File: src/ldc_pkg.sv
// Constants and types shared by the dual legacy counter/timer.
package ldc_pkg;
  // ==========================================================
  // Register addresses and reset value.
  localparam logic [7:0] ADDR_CTRL = 8'h88;
  localparam logic [7:0] ADDR_MODE = 8'h89;
  localparam logic [7:0] ADDR_TL0 = 8'h8A;
  localparam logic [7:0] ADDR_TL1 = 8'h8B;
  localparam logic [7:0] ADDR_TH0 = 8'h8C;
  localparam logic [7:0] ADDR_TH1 = 8'h8D;
  localparam logic [7:0] ADDR_CKSEL = 8'h8E;
  localparam logic [7:0] REG_RST = 8'h00;
  // ==========================================================
  // Field positions.
  localparam int unsigned CTL_TF1 = 7;
  localparam int unsigned CTL_TR1 = 6;
  localparam int unsigned CTL_TF0 = 5;
  localparam int unsigned CTL_TR0 = 4;
  localparam int unsigned MD_T0M = 0;
  localparam int unsigned MD_CT0 = 2;
  localparam int unsigned MD_TIMER0_PIN_GATING = 3;
  localparam int unsigned MD_T1M = 4;
  localparam int unsigned MD_CT1 = 6;
  localparam int unsigned MD_TIMER1_PIN_GATING = 7;
  localparam int unsigned CK_SCA = 0;
  localparam int unsigned CK_T0PICK = 2;
  localparam int unsigned CK_T1PICK = 3;
  localparam int unsigned CK_T23 = 4;
  // ==========================================================
  // Mode and prescale codes, divisors and count limits.
  localparam logic [1:0] TM_13 = 2'h0;
  localparam logic [1:0] TM_16 = 2'h1;
  localparam logic [1:0] TM_RLD = 2'h2;
  localparam logic [1:0] TM_SPLIT = 2'h3;
  localparam logic [1:0] SCA_DIV12 = 2'h0;
  localparam logic [1:0] SCA_DIV4 = 2'h1;
  localparam logic [1:0] SCA_DIV48 = 2'h2;
  localparam logic [1:0] SCA_EXT8 = 2'h3;
  localparam logic [5:0] PRE_DIV12 = 6'h0C;
  localparam logic [5:0] PRE_DIV4 = 6'h04;
  localparam logic [5:0] PRE_DIV48 = 6'h30;
  localparam logic [5:0] PRE_EXT8 = 6'h08;
  localparam logic [7:0] BYTE_LAST = 8'hFF;
  localparam logic [12:0] CNT13_LAST = 13'h1FFF;
  // ==========================================================
  // Synchroniser lanes.
  localparam int unsigned SY_PIN0 = 0;
  localparam int unsigned SY_PIN1 = 1;
  localparam int unsigned SY_IRQ0 = 2;
  localparam int unsigned SY_IRQ1 = 3;
  localparam int unsigned SY_XCLK = 4;
  localparam int unsigned SY_N = 5;
  // Register port request: write strobe, address and write data.
  typedef struct packed {
    logic wr;
    logic [7:0] addr;
    logic [7:0] wdata;
  } ldc_sfr_req_type;
endpackage : ldc_pkg

File: src/ldc_dual_timer.sv
// Dual legacy counter/timer with shared prescaler and register port.
`timescale 1ns/1ps
`default_nettype none
module ldc_dual_timer (
  input wire logic clk_i, // System clock, 10 MHz.
  input wire logic rst_i, // Synchronous reset, active high.
  input wire logic ce_i, // Clock enable; low freezes all state.
  input wire ldc_pkg::ldc_sfr_req_type sfr_req_i, // Register access.
  output logic [7:0] sfr_rdata_o, // Read data of last cycle's address.
  input wire logic timer0_count_pin_i, // Timer 0 event pin.
  input wire logic timer1_count_pin_i, // Timer 1 event pin.
  input wire logic ext_irq0_input_i, // Gate input for Timer 0.
  input wire logic ext_irq1_input_i, // Gate input for Timer 1.
  input wire logic ext_irq0_polarity_i, // Active level of gate 0.
  input wire logic ext_irq1_polarity_i, // Active level of gate 1.
  input wire logic ext_osc_clk_i, // External oscillator, sampled.
  input wire logic timer0_irq_enable_i, // Timer 0 interrupt enable.
  input wire logic timer1_irq_enable_i, // Timer 1 interrupt enable.
  input wire logic timer0_vector_ack_i, // Vector taken, clears flag 0.
  input wire logic timer1_vector_ack_i, // Vector taken, clears flag 1.
  output logic timer0_irq_o, // Timer 0 interrupt request.
  output logic timer1_irq_o, // Timer 1 interrupt request.
  output logic timer1_overflow_o, // Timer 1 overflow pulse, rate source.
  output logic [3:0] timer23_clock_pick_o // Timer 2/3 clock picks.
);

  // ==========================================================
  // Register state.
  logic [7:0] clock_source_select_reg_r, clock_source_select_reg_nxt; // Clock source select.
  logic [7:0] run_flag_control_reg_r, run_flag_control_reg_nxt; // Run and flag control.
  logic [7:0] timer_mode_reg_r, timer_mode_reg_nxt; // Timer modes.
  logic [7:0] tl0_r, tl0_nxt; // Timer 0 low byte.
  logic [7:0] th0_r, th0_nxt; // Timer 0 high byte.
  logic [7:0] tl1_r, tl1_nxt; // Timer 1 low byte.
  logic [7:0] th1_r, th1_nxt; // Timer 1 high byte.
  logic [7:0] rdata_r, rdata_nxt; // Read data.
  logic t1_ovf_r, t1_ovf_nxt; // Timer 1 overflow pulse.

  // Decoded register writes.
  logic w_ctl, w_mode, w_ck, w_tl0, w_th0, w_tl1, w_th1;

  // ==========================================================
  // Synchronisers for pins, gate inputs and the external clock.
  logic [ldc_pkg::SY_N-1:0] raw; // Asynchronous inputs.
  logic [ldc_pkg::SY_N-1:0] s1_r, s2_r, s3_r; // Three-stage chain.
  logic [ldc_pkg::SY_N-1:0] lvl_r, lvl_nxt; // Accepted level.
  logic [ldc_pkg::SY_N-1:0] fall, rise; // One-cycle edge pulses.

  assign raw = {ext_osc_clk_i, ext_irq1_input_i, ext_irq0_input_i,
                timer1_count_pin_i, timer0_count_pin_i};

  // A level is accepted once stages two and three agree.
  always_comb begin
    lvl_nxt = (s2_r & s3_r) | (lvl_r & (s2_r | s3_r));
    fall = lvl_r & ~lvl_nxt;
    rise = ~lvl_r & lvl_nxt;
  end

  // Registers the chain; stage one feeds only stage two.
  always_ff @(posedge clk_i) begin
    if (rst_i) begin
      s1_r <= '0;
      s2_r <= '0;
      s3_r <= '0;
      lvl_r <= '0;
    end else if (ce_i) begin
      s1_r <= raw;
      s2_r <= s1_r;
      s3_r <= s2_r;
      lvl_r <= lvl_nxt;
    end
  end

  // ==========================================================
  // Shared prescaler.
  logic [5:0] pre_cnt_r, pre_cnt_nxt; // Divider count.
  logic [5:0] div_last; // Terminal count for the code.
  logic pre_step; // Divider advances this cycle.
  logic pre_tick; // Prescaled clock enable.

  // Divides the system clock, or external clock edges, per code.
  always_comb begin
    div_last = ldc_pkg::PRE_DIV12 - 6'h01;
    if (clock_source_select_reg_r[ldc_pkg::CK_SCA +: 2] == ldc_pkg::SCA_DIV4) begin
      div_last = ldc_pkg::PRE_DIV4 - 6'h01;
    end else if (clock_source_select_reg_r[ldc_pkg::CK_SCA +: 2] == ldc_pkg::SCA_DIV48) begin
      div_last = ldc_pkg::PRE_DIV48 - 6'h01;
    end else if (clock_source_select_reg_r[ldc_pkg::CK_SCA +: 2] == ldc_pkg::SCA_EXT8) begin
      div_last = ldc_pkg::PRE_EXT8 - 6'h01;
    end
    // The external clock counts on synchronised rising edges.
    pre_step = (clock_source_select_reg_r[ldc_pkg::CK_SCA +: 2] == ldc_pkg::SCA_EXT8) ?
               rise[ldc_pkg::SY_XCLK] : 1'b1;
    pre_tick = pre_step && (pre_cnt_r >= div_last);
    pre_cnt_nxt = pre_cnt_r;
    if (pre_tick) begin
      pre_cnt_nxt = 6'h00;
    end else if (pre_step) begin
      pre_cnt_nxt = pre_cnt_r + 6'h01;
    end
  end

  // Registers the divider count.
  always_ff @(posedge clk_i) begin
    if (rst_i) begin
      pre_cnt_r <= 6'h00;
    end else if (ce_i) begin
      pre_cnt_r <= pre_cnt_nxt;
    end
  end

  // ==========================================================
  // Clock source, gating and count enables.
  logic [1:0] t0_mode, t1_mode; // Mode fields.
  logic split; // Timer 0 in split mode.
  logic t0_int, t1_int; // Internal clock enables.
  logic t0_run, t1_run; // Run and gate qualification.
  logic t0_inc, t1_inc, th0_inc; // Count enables.

  // Selects each timer's clock and decides whether it counts.
  always_comb begin
    t0_mode = timer_mode_reg_r[ldc_pkg::MD_T0M +: 2];
    t1_mode = timer_mode_reg_r[ldc_pkg::MD_T1M +: 2];
    split = (t0_mode == ldc_pkg::TM_SPLIT);
    t0_int = clock_source_select_reg_r[ldc_pkg::CK_T0PICK] | pre_tick;
    t1_int = clock_source_select_reg_r[ldc_pkg::CK_T1PICK] | pre_tick;
    t0_run = run_flag_control_reg_r[ldc_pkg::CTL_TR0] & (~timer_mode_reg_r[ldc_pkg::MD_TIMER0_PIN_GATING] |
             (lvl_r[ldc_pkg::SY_IRQ0] == ext_irq0_polarity_i));
    // Split mode leaves Timer 1 running on its mode alone.
    t1_run = split | (run_flag_control_reg_r[ldc_pkg::CTL_TR1] & (~timer_mode_reg_r[ldc_pkg::MD_TIMER1_PIN_GATING] |
             (lvl_r[ldc_pkg::SY_IRQ1] == ext_irq1_polarity_i)));
    // Counter mode takes pin edges and the clock pick is ignored, except Timer 1 while Timer 0 is split.
    t0_inc = t0_run & (timer_mode_reg_r[ldc_pkg::MD_CT0] ?
             fall[ldc_pkg::SY_PIN0] : t0_int);
    t1_inc = t1_run & (t1_mode != ldc_pkg::TM_SPLIT) &
             ((timer_mode_reg_r[ldc_pkg::MD_CT1] & ~split) ?
             fall[ldc_pkg::SY_PIN1] : t1_int);
    th0_inc = split & run_flag_control_reg_r[ldc_pkg::CTL_TR1] & t0_int;
  end

  // ==========================================================
  // Counting step: returns {overflow, high byte, low byte}.
  function automatic logic [16:0] step_fn(input logic [1:0] mode,
                                          input logic [7:0] hi,
                                          input logic [7:0] lo);
    logic [16:0] res;
    logic [13:0] c13;
    logic [8:0] s9;
    c13 = {1'b0, hi, lo[4:0]} + 14'h0001;
    s9 = {1'b0, lo} + 9'h001;
    case (mode)
      ldc_pkg::TM_13: begin
        // Upper three low-byte bits are left untouched.
        res = {c13[13], c13[12:5], lo[7:5], c13[4:0]};
      end
      ldc_pkg::TM_16: begin
        res = {1'b0, hi, lo} + 17'h00001;
      end
      ldc_pkg::TM_RLD: begin
        // Wrap reloads the low byte; the high byte is kept.
        res = s9[8] ? {1'b1, hi, hi} : {1'b0, hi, s9[7:0]};
      end
      default: begin
        res = {s9[8], hi, s9[7:0]};
      end
    endcase
    return res;
  endfunction : step_fn

  // ==========================================================
  // Register next values: writes, counting and flags.
  logic [16:0] t0_res, t1_res; // Step results.
  logic [8:0] th0_res; // Split high-byte step.
  logic tf0_set, tf1_set; // Hardware flag sets.

  // Software writes win over counting for the byte written.
  always_comb begin
    w_ctl = sfr_req_i.wr && (sfr_req_i.addr == ldc_pkg::ADDR_CTRL);
    w_mode = sfr_req_i.wr && (sfr_req_i.addr == ldc_pkg::ADDR_MODE);
    w_ck = sfr_req_i.wr && (sfr_req_i.addr == ldc_pkg::ADDR_CKSEL);
    w_tl0 = sfr_req_i.wr && (sfr_req_i.addr == ldc_pkg::ADDR_TL0);
    w_th0 = sfr_req_i.wr && (sfr_req_i.addr == ldc_pkg::ADDR_TH0);
    w_tl1 = sfr_req_i.wr && (sfr_req_i.addr == ldc_pkg::ADDR_TL1);
    w_th1 = sfr_req_i.wr && (sfr_req_i.addr == ldc_pkg::ADDR_TH1);
    // Counting starts from whatever the bytes hold.
    t0_res = t0_inc ? step_fn(t0_mode, th0_r, tl0_r) : {1'b0, th0_r, tl0_r};
    t1_res = t1_inc ? step_fn(t1_mode, th1_r, tl1_r) : {1'b0, th1_r, tl1_r};
    th0_res = th0_inc ? ({1'b0, th0_r} + 9'h001) : {1'b0, th0_r};
    tf0_set = t0_res[16];
    tf1_set = split ? th0_res[8] : t1_res[16];
    t1_ovf_nxt = t1_res[16];
    tl0_nxt = w_tl0 ? sfr_req_i.wdata : t0_res[7:0];
    th0_nxt = w_th0 ? sfr_req_i.wdata : (split ? th0_res[7:0] : t0_res[15:8]);
    tl1_nxt = w_tl1 ? sfr_req_i.wdata : t1_res[7:0];
    th1_nxt = w_th1 ? sfr_req_i.wdata : t1_res[15:8];
    timer_mode_reg_nxt = w_mode ? sfr_req_i.wdata : timer_mode_reg_r;
    clock_source_select_reg_nxt = w_ck ? sfr_req_i.wdata : clock_source_select_reg_r;
    // Flags: write or vector clears, and a hardware set wins.
    run_flag_control_reg_nxt = w_ctl ? sfr_req_i.wdata : run_flag_control_reg_r;
    if (timer0_vector_ack_i) begin
      run_flag_control_reg_nxt[ldc_pkg::CTL_TF0] = 1'b0;
    end
    if (timer1_vector_ack_i) begin
      run_flag_control_reg_nxt[ldc_pkg::CTL_TF1] = 1'b0;
    end
    if (tf0_set) begin
      run_flag_control_reg_nxt[ldc_pkg::CTL_TF0] = 1'b1;
    end
    if (tf1_set) begin
      run_flag_control_reg_nxt[ldc_pkg::CTL_TF1] = 1'b1;
    end
  end

  // Read multiplexer; unmapped addresses read zero.
  always_comb begin
    if (sfr_req_i.addr == ldc_pkg::ADDR_CTRL) begin
      rdata_nxt = run_flag_control_reg_r;
    end else if (sfr_req_i.addr == ldc_pkg::ADDR_MODE) begin
      rdata_nxt = timer_mode_reg_r;
    end else if (sfr_req_i.addr == ldc_pkg::ADDR_TL0) begin
      rdata_nxt = tl0_r;
    end else if (sfr_req_i.addr == ldc_pkg::ADDR_TL1) begin
      rdata_nxt = tl1_r;
    end else if (sfr_req_i.addr == ldc_pkg::ADDR_TH0) begin
      rdata_nxt = th0_r;
    end else if (sfr_req_i.addr == ldc_pkg::ADDR_TH1) begin
      rdata_nxt = th1_r;
    end else if (sfr_req_i.addr == ldc_pkg::ADDR_CKSEL) begin
      rdata_nxt = clock_source_select_reg_r;
    end else begin
      rdata_nxt = ldc_pkg::REG_RST;
    end
  end

  // Registers all control and count state.
  always_ff @(posedge clk_i) begin
    if (rst_i) begin
      clock_source_select_reg_r <= ldc_pkg::REG_RST;
      run_flag_control_reg_r <= ldc_pkg::REG_RST;
      timer_mode_reg_r <= ldc_pkg::REG_RST;
      tl0_r <= ldc_pkg::REG_RST;
      th0_r <= ldc_pkg::REG_RST;
      tl1_r <= ldc_pkg::REG_RST;
      th1_r <= ldc_pkg::REG_RST;
      rdata_r <= ldc_pkg::REG_RST;
      t1_ovf_r <= 1'b0;
    end else if (ce_i) begin
      clock_source_select_reg_r <= clock_source_select_reg_nxt;
      run_flag_control_reg_r <= run_flag_control_reg_nxt;
      timer_mode_reg_r <= timer_mode_reg_nxt;
      tl0_r <= tl0_nxt;
      th0_r <= th0_nxt;
      tl1_r <= tl1_nxt;
      th1_r <= th1_nxt;
      rdata_r <= rdata_nxt;
      t1_ovf_r <= t1_ovf_nxt;
    end
  end

  // ==========================================================
  // Outputs.
  assign sfr_rdata_o = rdata_r;
  assign timer0_irq_o = run_flag_control_reg_r[ldc_pkg::CTL_TF0] & timer0_irq_enable_i;
  assign timer1_irq_o = run_flag_control_reg_r[ldc_pkg::CTL_TF1] & timer1_irq_enable_i;
  assign timer1_overflow_o = t1_ovf_r;
  assign timer23_clock_pick_o = clock_source_select_reg_r[ldc_pkg::CK_T23 +: 4];

  // ==========================================================
  // Assertions.
  property p_pre_wrap;
    @(posedge clk_i) disable iff (rst_i)
      ce_i && pre_tick |=> pre_cnt_r == 6'h00;
  endproperty
  a_pre_wrap: assert property (p_pre_wrap) else $error("prescaler did not wrap");

  property p_pre12;
    @(posedge clk_i) disable iff (rst_i)
      pre_tick && clock_source_select_reg_r[ldc_pkg::CK_SCA +: 2] == ldc_pkg::SCA_DIV12 |->
      pre_cnt_r == 6'(ldc_pkg::PRE_DIV12 - 6'h01);
  endproperty
  a_pre12: assert property (p_pre12) else $error("divide by 12 wrong");

  property p_hold;
    @(posedge clk_i) disable iff (rst_i)
      ce_i && !t0_run && !split && !w_tl0 && !w_th0 |=> $stable(tl0_r) && $stable(th0_r);
  endproperty
  a_hold: assert property (p_hold) else $error("timer 0 moved while stopped");

  property p_cnt16;
    @(posedge clk_i) disable iff (rst_i)
      ce_i && t0_mode == ldc_pkg::TM_16 && t0_inc && !w_tl0 && !w_th0 |=>
      {th0_r, tl0_r} == 16'({$past(th0_r), $past(tl0_r)} + 16'h0001);
  endproperty
  a_cnt16: assert property (p_cnt16) else $error("16-bit increment wrong");

  property p_wrap13;
    @(posedge clk_i) disable iff (rst_i)
      ce_i && t0_mode == ldc_pkg::TM_13 && t0_inc && !w_tl0 && !w_th0 &&
      {th0_r, tl0_r[4:0]} == ldc_pkg::CNT13_LAST |=>
      run_flag_control_reg_r[ldc_pkg::CTL_TF0] && th0_r == 8'h00 && tl0_r[4:0] == 5'h00;
  endproperty
  a_wrap13: assert property (p_wrap13) else $error("13-bit wrap wrong");

  property p_reload;
    @(posedge clk_i) disable iff (rst_i)
      ce_i && t0_mode == ldc_pkg::TM_RLD && t0_inc && !w_tl0 && !w_th0 &&
      tl0_r == ldc_pkg::BYTE_LAST |=> tl0_r == $past(th0_r) && run_flag_control_reg_r[ldc_pkg::CTL_TF0];
  endproperty
  a_reload: assert property (p_reload) else $error("auto-reload wrong");

  property p_t1_stop;
    @(posedge clk_i) disable iff (rst_i)
      ce_i && t1_mode == ldc_pkg::TM_SPLIT && !w_tl1 && !w_th1 |=>
      $stable(tl1_r) && $stable(th1_r);
  endproperty
  a_t1_stop: assert property (p_t1_stop) else $error("timer 1 counted in mode 3");

  property p_split_tf1;
    @(posedge clk_i) disable iff (rst_i)
      ce_i && th0_inc && th0_r == ldc_pkg::BYTE_LAST |=> run_flag_control_reg_r[ldc_pkg::CTL_TF1];
  endproperty
  a_split_tf1: assert property (p_split_tf1) else $error("split high byte flag lost");

  property p_set_wins;
    @(posedge clk_i) disable iff (rst_i)
      ce_i && tf0_set |=> run_flag_control_reg_r[ldc_pkg::CTL_TF0];
  endproperty
  a_set_wins: assert property (p_set_wins) else $error("overflow flag lost");

  property p_fall;
    @(posedge clk_i) disable iff (rst_i)
      fall[ldc_pkg::SY_PIN0] |-> lvl_r[ldc_pkg::SY_PIN0] &&
      !s2_r[ldc_pkg::SY_PIN0] && !s3_r[ldc_pkg::SY_PIN0];
  endproperty
  a_fall: assert property (p_fall) else $error("false falling edge");

  c_wrap13: cover property (@(posedge clk_i) disable iff (rst_i)
    ce_i && tf0_set && t0_mode == ldc_pkg::TM_13);
  c_reload: cover property (@(posedge clk_i) disable iff (rst_i)
    ce_i && tf0_set && t0_mode == ldc_pkg::TM_RLD);
  c_split: cover property (@(posedge clk_i) disable iff (rst_i) ce_i && split && tf1_set);
  c_pin: cover property (@(posedge clk_i) disable iff (rst_i)
    ce_i && t0_inc && timer_mode_reg_r[ldc_pkg::MD_CT0]);

endmodule : ldc_dual_timer
`default_nettype wire

File: config.mk
export PLATFORM = sky130hd
export DESIGN_NAME = ldc_dual_timer
export DESIGN_NICKNAME = d
export VERILOG_FILES = /design/src/ldc_pkg.sv /design/src/ldc_dual_timer.sv
export SDC_FILE = /design/constraint.sdc
export NUM_CORES = 1
export LEC_CHECK = 0
export CORE_MARGIN = 3
export CORE_UTILIZATION = 55
export CTS_BUF_LIST = sky130_fd_sc_hd__clkbuf_16
export DETAILED_ROUTE_END_ITERATION = 8
export DONT_BUFFER_PORTS = 1
export PLACE_DENSITY = 0.7
export SETUP_SLACK_MARGIN = 0.1
export SLEW_MARGIN = 20
export SYNTH_ARGS = -nofsm -noshare
export SYNTH_HDL_FRONTEND = slang
export SYNTH_SLANG_ARGS = --single-unit
File: constraint.sdc
create_clock -name clk_i -period 3.9 [get_ports clk_i]
set_input_delay 0.585 -clock clk_i [delete_from_list [all_inputs] [get_ports clk_i]]
set_output_delay 0.585 -clock clk_i [all_outputs]
set_load 0.01 [all_outputs]
==> impl_metrics.ini, run 1 <==
[grt]
grt_pass1_wl_mm = 25.8
grt_usage = 0.292
grt_max_degree = 84
antenna_found_initial = 0
grt_overflow_total = 0
grt_pass1_vias = 4856

[layout]
layout-drive-gt1-share = 0.0761
syn2layout_area_growth_pct = 4.22
n_antenna_cell = 0
layout_commonest_cell = dfxtp_1
final_cell_count_no_fill = 777
layout_common_cells = dfxtp_1, nor2_1, nand2_1
design_area_mm2 = 0.00578
n_fill_cell = 910
final_nets = 677

[sta]
final.setup.tns_ns = 0
rsz0062_at_grt = false
fmax_ghz = 0.344
slew_headroom = 0.539
fin_crit_sh = 0.745
drv_slew = 0
setup_viol = 0
hold_viol_final = 0
worstMarginPinSlew_ns = 0.688
finClkSkew_ns = 0.00696
fin_crit_ns = 2.90
timing.final.ws_setup_ns = 0.996

[floorplanning]
placementRows = 36
die-height_um = 106
ioPinCount = 46
initial_utilization = 0.568
die_w_um = 106
die-area_mm2 = 0.0113
coreArea_mm2 = 0.00977

[worst_setup_path]
start_kind = flop
crit_family = simple AND/OR/NAND/NOR gates
setup.worst_path.end_class = flop
crit_type = reg2reg
crit_path_start = clock_source_select_reg_r[0]$_SDFFE_PP0P_
ff2ff_path_depth = 9
cp_max_fo = 11
rrSetupSlack_ns = 1.0
cp_slowest_cell = nor3_2
worstPathCellList = nand2b_1, ha_1, nand2_1, o211ai_4, a221oi_4, nor3_2, nand3_1, o311a_1, o31ai_1
r2r_start = clock_source_select_reg_r[0]$_SDFFE_PP0P_
crit_required_ns = 4.16
crit_end = th1_r[1]$_SDFFE_PP0P_
worst-path-buf-inv = 0
cp_num_cells = 9
r2r_end = th1_r[1]$_SDFFE_PP0P_
slowest_delay_ns = 0.59
cp.arrival_ns = 3.17

[synthesis]
ys_seq_elements = 91
ys_types = 72
synth-warning-count = 0
netlist_area_mm2 = 0.00555
synth_edf_count = 0
yosysSeqAreaShare = 0.328
syn-num-nets = 712
async_flop_share = 0
ys.flop_type = dfxtp_1
syn_area_per_cell_um2 = 8.23
synth_cells = 674

[clock_network]
clockBufferDepth = 2
cts-hold-fix-buffers = 0
post_cts_buffers = 0
clk_latency_ns = 0.35
tritoncts = yes
cts.htree.levels = 3
clk_pin_slew_ns = 0.06
cts_buffers = 9
cts-root-buf = clkbuf_16
clock-sinks = 91
cts-resized-gates = 0

[placement]
place_congestion = 0.944
place_hpwl_mm = 11.4
post-place-cells = 761
dp_slack_ns = 1.03
place_area_mm2 = 0.00549
portBuffers = 0

[power_and_ir_drop]
powerDensity_mw_per_mm2 = 329
peakVddDrop_mv = 0.289
p_leak_uw = 0.00205

[route]
drc = 0
dr_total_vias = 5103
routedWlPerCell_um = 20.9
ant_nets = 0
first_iter_violations = 509
viasPerCell = 6.57
wl_mm = 16.2
dr.pass1.iters = 6

[worst_hold_path]
holdPathStages = 1
hp-start = rst_i
worstHoldPathType = in2reg

[status]
run_status = complete, no violations

[flow_run]
maxCapViolations = 0
==> report_power, final <==
part | total [uW] | switching, uW | leakage (uW) | internal (uW)
sequential | 962 | 18.7 | 0.000736 | 943
combinational | 66.0 | 32.3 | 0.00117 | 33.7
clock | 872 | 378 | 0.000143 | 495
total | 1900 | 429 | 0.00205 | 1470
==> per-layer routing <==
metal | wire length [um] | up-vias | global-route usage | part of all wire
met1 | 6650 | 2451 | 0.391 | 0.41
met3 | 1690 | 31 | 0.0759 | 0.10
met5 | 0 | - | 0 | 0
met4 | 429 | 0 | 0.0858 | 0.026
met2 | 7470 | 230 | 0.467 | 0.46
li1 | - | 2391 | - | -
==> how the worst min path moves through the flow <==
| stage | end | slack (ns) |
|---|---|---|
| 2_1_floorplan | run_flag_control_reg_r[0]$_SDFFE_PP0P_ | 0.43 |
| 3_3_place_gp | run_flag_control_reg_r[2]$_SDFFE_PP0P_ | 0.43 |
| 3_5_place_dp | run_flag_control_reg_r[2]$_SDFFE_PP0P_ | 0.44 |
| 4_1_cts | run_flag_control_reg_r[5]$_SDFFE_PP0P_ | 0.30 |
| 5_1_grt | run_flag_control_reg_r[3]$_SDFFE_PP0P_ | 0.29 |
| 6_report | clock_source_select_reg_r[4]$_SDFFE_PP0P_ | 0.31 |
==> flip-flops by register name, summed over array words and instances (netlist names) <==
register                   cells
pre_cnt_r                      6
s1_r                           5
th0_r                          8
s3_r                           5
lvl_r                          5
clock_source_select_reg_r      8
run_flag_control_reg_r         8
s2_r                           5
th1_r                          8
timer1_overflow_o              1
tl0_r                          8
tl1_r                          8
timer_mode_reg_r               8
sfr_rdata_o                    8
==> layout make-up <==
| type | instances | area, um^2 | area share |
|---|---|---|---|
| Inverter | 14 | 52.6 | 0.00909 |
| Clock buffer | 9 | 225 | 0.0389 |
| Timing Repair Buffer | 2 | 15.0 | 0.00260 |
| Sequential cell | 91 | 1820 | 0.315 |
| Multi-Input combinational cell | 521 | 3440 | 0.594 |
| Tap cell | 133 | 166 | 0.0288 |
| Clock inverter | 7 | 67.6 | 0.0117 |
==> kinds of logic after synthesis <==
group / Yosys count / synth area share
xor gates and xnor gates: 17 / 0.0268
buffers and inverters: 62 / 0.0528
muxes: 53 / 0.114
AOI/OAI and AO/OA: 184 / 0.238
DFF: 91 / 0.328
and+or+nand+nor: 260 / 0.225
adders and majority gates: 7 / 0.0158
==> metrics by stage <==
| step | power (uW) | hold WS (ns) | utilization |
|---|---|---|---|
| 2_1_floorplan | 1060 | 0.433 | - |
| 3_3_place_gp | 1050 | 0.433 | 0.562 |
| 3_5_place_dp | 1050 | 0.445 | 0.562 |
| 4_1_cts | 1920 | 0.298 | 0.592 |
| 5_1_grt | 1960 | 0.295 | 0.592 |
| 6_report | 1900 | 0.310 | 0.592 |
==> Yosys cell counts, types with 3 or more instances <==
master / instances / area share
dfxtp_1: 91 / 0.33
nor2_1: 88 / 0.060
nand2_1: 64 / 0.043
a21oi_1: 46 / 0.041
mux2i_1: 44 / 0.079
o21ai_0: 31 / 0.028
clkbuf_1: 25 / 0.017
nand3_1: 24 / 0.022
inv_1: 14 / 0.0095
nor3_1: 14 / 0.013
and3_1: 13 / 0.015
buf_2: 12 / 0.011
a211oi_1: 10 / 0.014
a31oi_1: 10 / 0.011
and2_1: 10 / 0.011
xor2_1: 10 / 0.016
nand4_1: 9 / 0.010
a21o_1: 8 / 0.011
a221oi_1: 8 / 0.013
mux4_2: 8 / 0.032
o211ai_1: 8 / 0.011
ha_1: 7 / 0.016
xnor2_1: 7 / 0.011
buf_4: 6 / 0.0081
nand2b_1: 6 / 0.0068
nor2b_1: 6 / 0.0068
o31ai_1: 6 / 0.0081
a2111oi_2: 5 / 0.014
a22oi_1: 5 / 0.0068
and4_1: 4 / 0.0063
o21ai_1: 4 / 0.0036
o22ai_1: 4 / 0.0045
or3_1: 4 / 0.0045
a21oi_2: 3 / 0.0047
a221o_1: 3 / 0.0054
a311oi_1: 3 / 0.0047
buf_6: 3 / 0.0061
o21ai_2: 3 / 0.0047
o311a_1: 3 / 0.0054
o32ai_1: 3 / 0.0047
or2_2: 3 / 0.0034
Note: power is estimated with default switching activity, not from simulation.
==> inputs of run 2 (changes only) <==
- PLACE_DENSITY: 0.7 -> 0.73
- clock period: 3.9 -> 2.36 ns (I/O delays scaled with it)
==> run 2 against run 1 <==
Setup slack got worse by 0.93 ns; largest cell class unchanged; largest power group is now clock; final cell count increased by 4.8%; core utilization increased by 5.1 points; critical path depth increased by 1; critical path type unchanged; flip-flop and latch count unchanged; first-iteration DRC count increased by 14%; die area unchanged.
==> impl_metrics.ini, run 2 (same netlist as run 1, synthesis figures left out) <==
[status]
run_status = complete, no violations

[sta]
slew_headroom = 0.575
fmax_ghz = 0.436
drv_slew = 0
holdWs_ns = 0.0710
rsz0062_at_grt = true
finClkSkew_ns = 0.00845
worstMarginPinSlew_ns = 0.634
setup_viol = 0
fin_crit_ns = 2.29
hold_viol_final = 0
fin_crit_sh = 0.972

[layout]
utilization = 0.643
layout_commonest_cell = dfxtp_1
n_antenna_cell = 0
final_nets = 714
syn2layout_area_growth_pct = 13.2
layout_common_cells = dfxtp_1, nor2_1, nand2_1
layout-drive-gt1-share = 0.167
n_fill_cell = 829

[route]
routedWlPerCell_um = 20.7
ant_nets = 0
wl_mm = 16.8
first_iter_violations = 582
viasPerCell = 6.63
dr.pass1.iters = 5
dr_total_vias = 5396
drc = 0

[placement]
place_hpwl_mm = 11.6
place_congestion = 1.01
portBuffers = 0

[worst_setup_path]
setup.worst_path.end_class = flop
cp_max_fo = 5
r2r_start = clock_source_select_reg_r[0]$_SDFFE_PP0P_
rrSetupSlack_ns = 0.07
crit_required_ns = 2.59
cp.arrival_ns = 2.53
start_kind = flop
crit_type = reg2reg
crit_path_start = clock_source_select_reg_r[0]$_SDFFE_PP0P_

[grt]
antenna_found_initial = 0
grt_pass1_vias = 5074
grt_pass1_wl_mm = 26.2
grt_overflow_total = 0
grt_usage = 0.295
grt_max_degree = 84

[floorplanning]
die-height_um = 106
ioPinCount = 46
die_w_um = 106
initial_utilization = 0.568
coreArea_mm2 = 0.00977
placementRows = 36
die-area_mm2 = 0.0113

[worst_hold_path]
hp-start = rst_i
worstHoldPathType = in2reg

[clock_network]
cts-root-buf = clkbuf_16
clock-sinks = 91
clk_pin_slew_ns = 0.07
cts_buffers = 9
clk_latency_ns = 0.35
tritoncts = yes
cts.htree.levels = 3
clockBufferDepth = 2

[flow_run]
maxCapViolations = 0

[power_and_ir_drop]
peakVddDrop_mv = 0.314
powerDensity_mw_per_mm2 = 527
p_leak_uw = 0.00227
run 2: cell types whose count changed in the layout (fill, tap and decap cells not counted), moves of 3 or more:
cell,before,now
buf_4,2,36
buf_6,0,3
clkinv_1,3,0
ha_1,7,2
ha_4,0,3
nand2_1,64,60
nand2_2,1,4
o21ai_0,31,27
o21ai_1,4,8
run 2: stage by stage:
step | TNS (ns) | cell area, um^2 | setup WS (ns) | cells | total power (uW)
finish | 0 | 6280 | 0.0671 | 814 | 3310
floorplan | 0 | 5550 | 0.107 | 674 | 1750
global placement | 0 | 5750 | 0.0601 | 795 | 1730
detailed placement | 0 | 5750 | 0.00174 | 795 | 1740
global route | -0.0722 | 6280 | -0.0351 | 814 | 3400
CTS | 0 | 6120 | 0.0569 | 812 | 3320
run 2: timing repair:
action / 4_1_cts / 5_1_grt
buffers inserted: 1 / 2
pin swaps: 7 / 21
endpoints found under the setup margin: 22 / 32
gates resized for setup: 8 / 32
hold buffers: 0 / 0
run 2: critical path, cell delays in order (launching register included):
cell and delay (ns):
dfxtp_2 0.32, nand2b_4 0.14, ha_4 0.28, nand2_4 0.06, o211ai_4 0.23, buf_6 0.14, a31oi_4 0.11, or2_1 0.35
a21o_1 0.25, a211oi_1 0.23, nor3_1 0.07
run 2: cell type report:
cell class | count | area (um^2) | area share
inverters | 14 | 52.6 | 0.00836
well taps | 133 | 166 | 0.0265
clock buffers | 9 | 225 | 0.0358
clock inverters | 7 | 100 | 0.0159
flip-flops and latches | 91 | 1830 | 0.291
repair buffers | 39 | 304 | 0.0484
multi-input cells | 521 | 3610 | 0.574
run 2: routing by layer:
layer,up-vias,GRT usage,routed length (um)
met5,-,0,0
met1,2524,0.373,6460
met2,311,0.450,7630
met4,0,0.157,796
li1,2487,-,-
met3,74,0.0899,1940
run 2: report_power, final:
part / leakage, uW / internal (uW) / total [uW] / switching (uW)
Clock: 0.000160 / 940 / 1610 / 665
Combinational: 0.00138 / 64.0 / 126 / 61.8
Sequential: 0.000738 / 1560 / 1580 / 25.5
Total: 0.00227 / 2560 / 3310 / 753
run 2: worst paths after layout:
kind / end / depth (start not counted)
setup reg to reg: tl0_r[3]$_SDFFE_PP0P_ / 10
setup / recovery: tl0_r[3]$_SDFFE_PP0P_ / 10
hold / removal: clock_source_select_reg_r[4]$_SDFFE_PP0P_ / 1
hold reg to reg: run_flag_control_reg_r[1]$_SDFFE_PP0P_ / 2
